### config.mk
export PLATFORM = sky130hd
export DESIGN_NAME = skto_regs
export DESIGN_NICKNAME = d
export VERILOG_FILES = /design/src/hw/skto_pkg.sv /design/src/hw/skto_tick_gen.sv /design/src/hw/skto_ahb_front.sv /design/src/hw/skto_regs.sv
export SDC_FILE = /design/constraint.sdc
export NUM_CORES = 1
export LEC_CHECK = 0
export BUFFER_PORTS_ARGS = -buffer_cell sky130_fd_sc_hd__buf_2
export CAP_MARGIN = 40
export CORE_MARGIN = 1.5
export CORE_UTILIZATION = 54
export DETAILED_ROUTE_END_ITERATION = 12
export HOLD_SLACK_MARGIN = 0.03
export PLACE_DENSITY = 0.9
export SLEW_MARGIN = 20
export SYNTH_ARGS = -nofsm -noshare
export SYNTH_HDL_FRONTEND = slang
export SYNTH_SLANG_ARGS = --single-unit
### constraint.sdc
create_clock -name mclk -period 3.7 [get_ports mclk]
set_clock_uncertainty 0.05 [all_clocks]
set_input_delay 0.74 -clock mclk [delete_from_list [all_inputs] [get_ports mclk]]
set_output_delay 0.74 -clock mclk [all_outputs]
set_load 0.05 [all_outputs]
### src/hw/skto_pkg.sv
package skto_pkg;

  // ==========================================================
  // register indices (byte address is four times the index)
  localparam logic [7:0] SKTO_IDX_RTC = 8'hDA;
  localparam logic [7:0] SKTO_IDX_KEY = 8'hDB;
  localparam logic [7:0] SKTO_IDX_SIG = 8'hE0;
  localparam logic [7:0] SKTO_IDX_RAIL = 8'hE1;
  localparam logic [7:0] SKTO_IDX_CHG = 8'hE2;
  localparam logic [7:0] SKTO_IDX_FEN = 8'hE6;
  localparam logic [7:0] SKTO_IDX_NONE = 8'h00;
  localparam logic [2:0] SKTO_HSIZE_WORD = 3'h2;

  // ==========================================================
  // key, reset values and field layouts
  localparam logic [15:0] SKTO_UNLOCK = 16'h0013;
  localparam logic [15:0] SKTO_KEY_RST = 16'h0000;
  localparam logic [15:0] SKTO_OVR_RST = 16'h0000;
  localparam logic [15:0] SKTO_RTC_RST = 16'h9000;
  localparam logic [15:0] SKTO_RTC_WMASK = 16'hB3FF;
  localparam int SKTO_RTC_TICK_ENA = 15;
  localparam int SKTO_RTC_TICK_STS = 14;
  localparam int SKTO_RTC_CLKSRC = 13;
  localparam int SKTO_RTC_OSC_ENA = 12;
  localparam logic [15:0] SKTO_SIG_WMASK = 16'h0FCF;
  localparam logic [15:0] SKTO_SIG_CMP = 16'h0C8F;
  localparam logic [15:0] SKTO_RAIL_CMP = 16'h8F3F;
  localparam logic [15:0] SKTO_CHG_CMP = 16'hC807;
  localparam int SKTO_LOCK_FORCE_BIT = 9;
  localparam int SKTO_TICK_FORCE_BIT = 8;
  localparam int SKTO_ALARM_FORCE_BIT = 6;

  // ==========================================================
  // timing: forced debounce tick rate
  localparam int SKTO_CLK_HZ = 250000000;
  localparam int SKTO_FAST_TICK_HZ = 16000;
  localparam int SKTO_FAST_TICK_DIV = SKTO_CLK_HZ / SKTO_FAST_TICK_HZ;

  // ==========================================================
  // carriers
  typedef struct packed {
    logic [15:0] sig;
    logic [15:0] rail;
    logic [15:0] chg;
  } skto_ana_t;

  typedef struct packed {
    logic wr;
    logic rd;
    logic [7:0] idx;
    logic [31:0] wdata;
  } skto_req_t;

  typedef enum logic {SKTO_AHB_IDLE, SKTO_AHB_RD} skto_ahb_st_t;

  typedef struct packed {
    skto_ahb_st_t st;
    logic wr_pend;
    logic [7:0] idx;
    logic hready;
    logic [31:0] hrdata;
  } skto_ahb_state_t;

  typedef struct packed {
    logic [15:0] key;
    logic [15:0] rtc;
    logic [15:0] sig;
    logic [15:0] rail;
    logic [15:0] chg;
    logic force_en;
    skto_ana_t deb;
    logic lock_out;
    logic alarm_out;
    logic tick_out;
  } skto_top_state_t;

endpackage : skto_pkg

### src/hw/skto_tick_gen.sv
`timescale 1ns/1ps
module skto_tick_gen #(
  parameter int DIV = skto_pkg::SKTO_FAST_TICK_DIV
) (
  input wire logic mclk,
  input wire logic rst_b,
  output logic tick
);
  import skto_pkg::*;

  localparam int CW = (DIV > 1) ? $clog2(DIV) : 1;
  localparam logic [CW-1:0] LAST = CW'(DIV - 1);

  typedef struct packed {
    logic [CW-1:0] cnt;
    logic tick;
  } skto_tick_state_t;

  skto_tick_state_t s_q;
  skto_tick_state_t s_d;

  // free-running divider, one-cycle pulse per wrap
  always_comb begin
    s_d = s_q;
    s_d.tick = 1'b0;
    if (s_q.cnt == LAST) begin
      s_d.cnt = '0;
      s_d.tick = 1'b1;
    end else begin
      s_d.cnt = s_q.cnt + CW'(1);
    end
  end

  always_ff @(posedge mclk or negedge rst_b) begin
    if (!rst_b) begin
      s_q <= '0;
    end else begin
      s_q <= s_d;
    end
  end

  assign tick = s_q.tick;

endmodule : skto_tick_gen

### src/hw/skto_ahb_front.sv
`timescale 1ns/1ps
module skto_ahb_front (
  input wire logic mclk,
  input wire logic rst_b,
  input wire logic hsel,
  input wire logic [31:0] haddr,
  input wire logic [1:0] htrans,
  input wire logic hwrite,
  input wire logic [2:0] hsize,
  input wire logic [31:0] hwdata,
  input wire logic hready,
  input wire logic [31:0] rd_data,
  output skto_pkg::skto_req_t req,
  output logic hreadyout,
  output logic [31:0] hrdata
);
  import skto_pkg::*;

  skto_ahb_state_t s_q;
  skto_ahb_state_t s_d;
  logic take;
  logic hit;

  // only whole aligned words inside the 1 KiB window decode
  assign take = hsel && hready && htrans[1];
  assign hit = (haddr[31:10] == 22'h0) && (haddr[1:0] == 2'h0) && (hsize == SKTO_HSIZE_WORD);

  // reads take one wait state so hrdata comes from a flop
  always_comb begin
    s_d = s_q;
    s_d.wr_pend = 1'b0;
    case (s_q.st)
      SKTO_AHB_IDLE: begin
        if (take) begin
          s_d.idx = hit ? haddr[9:2] : SKTO_IDX_NONE;
          if (hwrite) begin
            s_d.wr_pend = 1'b1;
          end else begin
            s_d.st = SKTO_AHB_RD;
            s_d.hready = 1'b0;
          end
        end
      end
      SKTO_AHB_RD: begin
        s_d.hrdata = rd_data;
        s_d.hready = 1'b1;
        s_d.st = SKTO_AHB_IDLE;
      end
      default: begin
        s_d.st = SKTO_AHB_IDLE;
      end
    endcase
  end

  always_ff @(posedge mclk or negedge rst_b) begin
    if (!rst_b) begin
      s_q <= '{st: SKTO_AHB_IDLE, wr_pend: 1'b0, idx: SKTO_IDX_NONE, hready: 1'b1,
               hrdata: 32'h0000_0000};
    end else begin
      s_q <= s_d;
    end
  end

  // write data is taken straight from the data phase
  assign req.wr = s_q.wr_pend;
  assign req.rd = (s_q.st == SKTO_AHB_RD);
  assign req.idx = s_q.idx;
  assign req.wdata = hwdata;
  assign hreadyout = s_q.hready;
  assign hrdata = s_q.hrdata;

endmodule : skto_ahb_front

### src/hw/skto_regs.sv
// Summary of operation
// - protected writes allowed only while key holds 0013h; key resets to zero.
// - timekeeping tick, source, oscillator and trim fields need the key unlocked.
// - comparator override bits read back the live raw analogue value.
// - with global force enable set, written override bits feed the debounce logic.
// - signal-override bit 9 forces the loop lock indication true.
// - signal-override bit 8 replaces every debounce tick with the 16 kHz tick.
// - signal-override bit 6 forces the alarm high.
// - power state machine clears switch, regulator and converter status bits.
`timescale 1ns/1ps
module skto_regs #(
  parameter int FAST_TICK_DIV = skto_pkg::SKTO_FAST_TICK_DIV
) (
  input wire logic mclk,
  input wire logic rst_b,
  input wire logic hsel,
  input wire logic [31:0] haddr,
  input wire logic [1:0] htrans,
  input wire logic hwrite,
  input wire logic [2:0] hsize,
  input wire logic [31:0] hwdata,
  input wire logic hready,
  output logic hreadyout,
  output logic hresp,
  output logic [31:0] hrdata,
  input skto_pkg::skto_ana_t ana_raw,
  input wire logic loop_lock_raw,
  input wire logic alarm_raw,
  input wire logic deb_tick_raw,
  input wire logic psm_clear,
  output skto_pkg::skto_ana_t deb_in,
  output logic loop_lock,
  output logic alarm,
  output logic deb_tick,
  output logic rtc_tick_ena,
  output logic rtc_clksrc,
  output logic osc_ena,
  output logic [9:0] rtc_trim
);
  import skto_pkg::*;

  // ==========================================================
  // functions shared by readback and debounce feed

  // comparator bits show the raw level, control bits the stored value
  function automatic logic [15:0] readback(input logic [15:0] raw, input logic [15:0] stored,
                                           input logic [15:0] cmp, input logic [15:0] wmask);
    return (raw & cmp) | (stored & wmask & ~cmp);
  endfunction : readback

  // debounce input: software value when forcing, else the comparator
  function automatic logic [15:0] feed(input logic [15:0] raw, input logic [15:0] stored,
                                       input logic [15:0] cmp, input logic en);
    return en ? (stored & cmp) : (raw & cmp);
  endfunction : feed

  // ==========================================================
  // bus front end and forced tick source

  skto_req_t req;
  logic [31:0] rd_data;
  logic fast_tick;
  logic hready_q;
  logic [31:0] hrdata_q;

  skto_ahb_front u_front (
    .mclk(mclk),
    .rst_b(rst_b),
    .hsel(hsel),
    .haddr(haddr),
    .htrans(htrans),
    .hwrite(hwrite),
    .hsize(hsize),
    .hwdata(hwdata),
    .hready(hready),
    .rd_data(rd_data),
    .req(req),
    .hreadyout(hready_q),
    .hrdata(hrdata_q)
  );

  skto_tick_gen #(
    .DIV(FAST_TICK_DIV)
  ) u_fast_tick (
    .mclk(mclk),
    .rst_b(rst_b),
    .tick(fast_tick)
  );

  // ==========================================================
  // register state

  skto_top_state_t s_q;
  skto_top_state_t s_d;
  logic unlocked;
  logic [15:0] wd16;

  assign unlocked = (s_q.key == SKTO_UNLOCK);
  assign wd16 = req.wdata[15:0];

  // read mux; unmapped indices read as zero
  always_comb begin
    rd_data = 32'h0000_0000;
    if (req.idx == SKTO_IDX_RTC) begin
      rd_data[15:0] = s_q.rtc;
      rd_data[SKTO_RTC_TICK_STS] = s_q.rtc[SKTO_RTC_TICK_ENA];
    end else if (req.idx == SKTO_IDX_KEY) begin
      rd_data[15:0] = s_q.key;
    end else if (req.idx == SKTO_IDX_SIG) begin
      rd_data[15:0] = readback(ana_raw.sig, s_q.sig, SKTO_SIG_CMP, SKTO_SIG_WMASK);
    end else if (req.idx == SKTO_IDX_RAIL) begin
      rd_data[15:0] = readback(ana_raw.rail, s_q.rail, SKTO_RAIL_CMP, SKTO_RAIL_CMP);
    end else if (req.idx == SKTO_IDX_CHG) begin
      rd_data[15:0] = readback(ana_raw.chg, s_q.chg, SKTO_CHG_CMP, SKTO_CHG_CMP);
    end else if (req.idx == SKTO_IDX_FEN) begin
      rd_data[0] = s_q.force_en;
    end
  end

  // writes, state machine clears and the registered outputs
  always_comb begin
    s_d = s_q;
    if (req.wr) begin
      if (req.idx == SKTO_IDX_KEY) begin
        s_d.key = wd16;
      end else if (req.idx == SKTO_IDX_RTC && unlocked) begin
        s_d.rtc = wd16 & SKTO_RTC_WMASK;
      end else if (req.idx == SKTO_IDX_SIG) begin
        s_d.sig = wd16 & SKTO_SIG_WMASK;
      end else if (req.idx == SKTO_IDX_RAIL) begin
        s_d.rail = wd16 & SKTO_RAIL_CMP;
      end else if (req.idx == SKTO_IDX_CHG) begin
        s_d.chg = wd16 & SKTO_CHG_CMP;
      end else if (req.idx == SKTO_IDX_FEN) begin
        s_d.force_en = req.wdata[0];
      end
    end
    // the state machine clear beats a software write in the same cycle
    if (psm_clear) begin
      s_d.key = SKTO_KEY_RST;
      s_d.rtc = SKTO_RTC_RST;
      s_d.rail = SKTO_OVR_RST;
    end
    // outputs register one cycle after their sources, keeping the debounce, lock, tick and alarm outputs on flops
    s_d.deb.sig = feed(ana_raw.sig, s_q.sig, SKTO_SIG_CMP, s_q.force_en);
    s_d.deb.rail = feed(ana_raw.rail, s_q.rail, SKTO_RAIL_CMP, s_q.force_en);
    s_d.deb.chg = feed(ana_raw.chg, s_q.chg, SKTO_CHG_CMP, s_q.force_en);
    s_d.lock_out = s_q.sig[SKTO_LOCK_FORCE_BIT] | loop_lock_raw;
    s_d.tick_out = s_q.sig[SKTO_TICK_FORCE_BIT] ? fast_tick : deb_tick_raw;
    s_d.alarm_out = s_q.sig[SKTO_ALARM_FORCE_BIT] | alarm_raw;
  end

  always_ff @(posedge mclk or negedge rst_b) begin
    if (!rst_b) begin
      s_q <= '{key: SKTO_KEY_RST, rtc: SKTO_RTC_RST, sig: SKTO_OVR_RST, rail: SKTO_OVR_RST,
               chg: SKTO_OVR_RST, force_en: 1'b0, deb: '0, lock_out: 1'b0,
               alarm_out: 1'b0, tick_out: 1'b0};
    end else begin
      s_q <= s_d;
    end
  end

  // ==========================================================
  // output wiring, every one from a flop except the constant hresp

  // the slave never errors, so the response is a constant okay
  assign hresp = 1'b0;
  assign hreadyout = hready_q;
  assign hrdata = hrdata_q;
  assign deb_in = s_q.deb;
  assign loop_lock = s_q.lock_out;
  assign alarm = s_q.alarm_out;
  assign deb_tick = s_q.tick_out;
  assign rtc_tick_ena = s_q.rtc[SKTO_RTC_TICK_ENA];
  assign rtc_clksrc = s_q.rtc[SKTO_RTC_CLKSRC];
  assign osc_ena = s_q.rtc[SKTO_RTC_OSC_ENA];
  assign rtc_trim = s_q.rtc[9:0];
endmodule : skto_regs

==> flow_summary.ini <==
[timing]
fin_setup_tns_ns = 0
hold_viol_final = 0
fin_crit_ns = 2.31
finalSetupViolCount = 0
relSlewSlack = 0.490
slew_violations = 0
tightest_slew_ns = 0.765
rsz0062_at_grt = false
hold_ws_ns = 0.323
fin_crit_sh = 0.624
max_freq_mhz = 433

[place]
hpwlAfterDp_um = 11500
port_buffers = 141
placed_cell_area_sq_um = 6640
routabilityCongestion = 0.870

[routing]
dr.pass1.iters = 5
drc_errors = 0
drtAntennaViolNets = 0
routed_wl_um = 16700
vias_per_cell = 5.91
post_drt_wl_per_cell_um = 20.0
drt_iter0_markers = 464
vias = 4943

[clock_tree]
cts_hold_buffers = 0
numCtsBuffers = 17
root_buffer = clkbuf_16
post_cts_resized = 0
clk_latency_ns = 0.42
cts_max_path_buffers = 2
cts_setup_buffers = 0
cts.clk_slew.worst_paths_ns = 0.06
cts_tree = built
numClockSinks = 126
htreeDepth = 4

[die]
io_pins = 224
die_y_um = 110
coreArea_sq_um = 11000
fp.dieArea_sq_um = 12100
die_w_um = 110
start_util = 0.563
num_rows = 38

[synthesis]
synth-seq-cells = 126
synth_edf_count = 0
synthCells = 577
synthesis.area_sq_um = 6210
synthArstFlopShare = 1.00
synth.top_cell.area_share = 0.496
netlist_top_cells_area = dfrtp_1 50%, buf_4 9.2%, mux2_2 8.5%
yosysSeqAreaShare = 0.509
avgSynthCellArea_sq_um = 10.8
ys.warnings.count = 0
synth-main-ff-cell = dfrtp_1
synth_top_area_cell = dfrtp_1
ys_types = 55

[critical_path]
cp.arrival_ns = 2.61
start_kind = register
crit_family = simple AND/OR/NAND/NOR gates
reg2reg_depth = 4
crit_required_ns = 4.00
reg2reg_from = u_front.req[34]$_DFFE_PN0P_
crit_chain = or4b_4 -> nor2_4 -> and4_1 -> a22o_1
cp-end-kind = register
path_max_fanout = 11
regToRegSetupSlack_ns = 1.39
slowest_delay_ns = 0.63
r2r-end = s_q[77]$_DFFE_PN0P_
critPathSlowestCell = and4_1
path_buf_inv = 0
crit_type = reg -> reg

[run_status]
outcome = completed

[cells_and_area]
layout_common_cells = 140 x buf_2, 123 x dfrtp_1, 50 x nand2_1
drive_above_1_share = 0.348
mostFrequentLayoutCell = buf_2
fin_nets = 811
syn_to_final_growth_pct = 16.7
postLayoutCellArea_sq_um = 7240

[grt]
grt_pass1_wl_um = 25500
antenna_found_initial = 1
grt_usage = 0.286
grt_pass1_vias = 4921
grt_max_degree = 73
grt.overflow.total = 0

[power_and_ir_drop]
power.leakage_nw = 3.32
power.density_nw_per_um2 = 497
irDropWorstVdd_uv = 316

[job]
max_cap_viol_count = 0

[hold_path]
min_path_type = in -> async
cell type report:
class / instances / area [sq um]
Sequential cell: 126 / 3160
Inverter: 7 / 26.3
Multi-Input combinational cell: 383 / 2500
Antenna cell: 1 / 2.50
Tap cell: 140 / 175
Timing Repair Buffer: 148 / 773
Clock buffer: 20 / 467
Fill cell: 863 / 3790
Clock inverter: 12 / 135
metal layers:
| layer | track usage | part of all wire | vias to the layer above | routed length, um |
|---|---|---|---|---|
| li1 | - | - | 2151 | - |
| met1 | 0.345 | 0.37 | 2423 | 6150 |
| met2 | 0.473 | 0.50 | 311 | 8300 |
| met3 | 0.0705 | 0.095 | 58 | 1590 |
| met4 | 0.151 | 0.039 | 0 | 650 |
| met5 | 0 | 0 | - | 0 |
worst max-delay path by stage:
stage	startpoint	endpoint	slack, ns	cells past startpoint
floorplan	u_front.req[34]$_DFFE_PN0P_	s_q[95]$_DFFE_PN0P_	1.83	4
global placement	htrans[1]	u_front.req[32]$_DFFE_PN0P_	1.29	5
detailed placement	hsel	u_front.req[32]$_DFFE_PN0P_	1.22	5
CTS	u_front.req[34]$_DFFE_PN0P_	s_q[76]$_DFFE_PN0P_	1.44	4
global route	u_front.req[33]$_DFFE_PN0P_	rtc_trim[7]$_DFFE_PN0P_	1.34	4
finish	u_front.req[34]$_DFFE_PN0P_	s_q[77]$_DFFE_PN0P_	1.39	4
cells in the mapped netlist, drive strengths merged, types with 3 or more instances:
cell / instances
mux2: 48
a21oi: 37
nand2b: 5
or4: 3
nand2: 51
dfstp: 3
xnor2: 7
and3: 3
nor2b: 5
and4: 3
nor4bb: 3
a31oi: 7
nor3: 5
nand3b: 3
nor4: 13
or2: 3
nand3: 27
a22oi: 6
dfrtp: 123
mux2i: 6
a22o: 22
nand4b: 5
inv: 7
o21ai: 20
nor2: 28
buf: 84
nand4: 5
xor2: 3
clkbuf: 17
stage by stage:
| stage | setup WS [ns] | utilization | std cells | total power (W) |
|---|---|---|---|---|
| after global placement | 1.29 | 0.600 | 802 | 0.00194 |
| after global routing | 1.34 | 0.656 | 837 | 0.00370 |
| after detailed placement | 1.22 | 0.602 | 804 | 0.00195 |
| final | 1.39 | 0.656 | 837 | 0.00360 |
| after CTS | 1.44 | 0.656 | 836 | 0.00362 |
| after floorplan | 1.83 | - | 617 | 0.00184 |
report_power, final:
part           switching [W]  internal [W]  leakage, nW  total [W]
logic               0.000365     0.0000991         1.43   0.000464
clock network       0.000623       0.00105        0.285    0.00167
registers          0.0000264       0.00143         1.61    0.00146
total                0.00101       0.00258         3.32    0.00360
state kept, by name, summed over array words and instances (netlist names):
register,flops
u_fast_tick.s_q,14
deb_tick,1
alarm,1
loop_lock,1
u_front.hrdata,16
rtc_tick_ena,1
u_front.hreadyout,1
s_q,44
osc_ena,1
u_fast_tick.tick,1
deb_in,24
u_front.req,10
rtc_trim,10
rtc_clksrc,1
kinds of logic (layout without fill, tap and decap cells):
kind of cell | count (synthesis) | in the layout | synth area share
and+or+nand+nor | 170 | 170 | 0.153
DFF | 126 | 126 | 0.509
buffers and inverters | 108 | 187 | 0.112
AOI/OAI and AO/OA | 106 | 106 | 0.110
muxes | 54 | 54 | 0.0974
xor gates and xnor gates | 10 | 10 | 0.0141
adders and majority gates | 2 | 2 | 0.00403
other | 1 | 42 | 0.000604
Note: power is estimated with default switching activity, not from simulation.
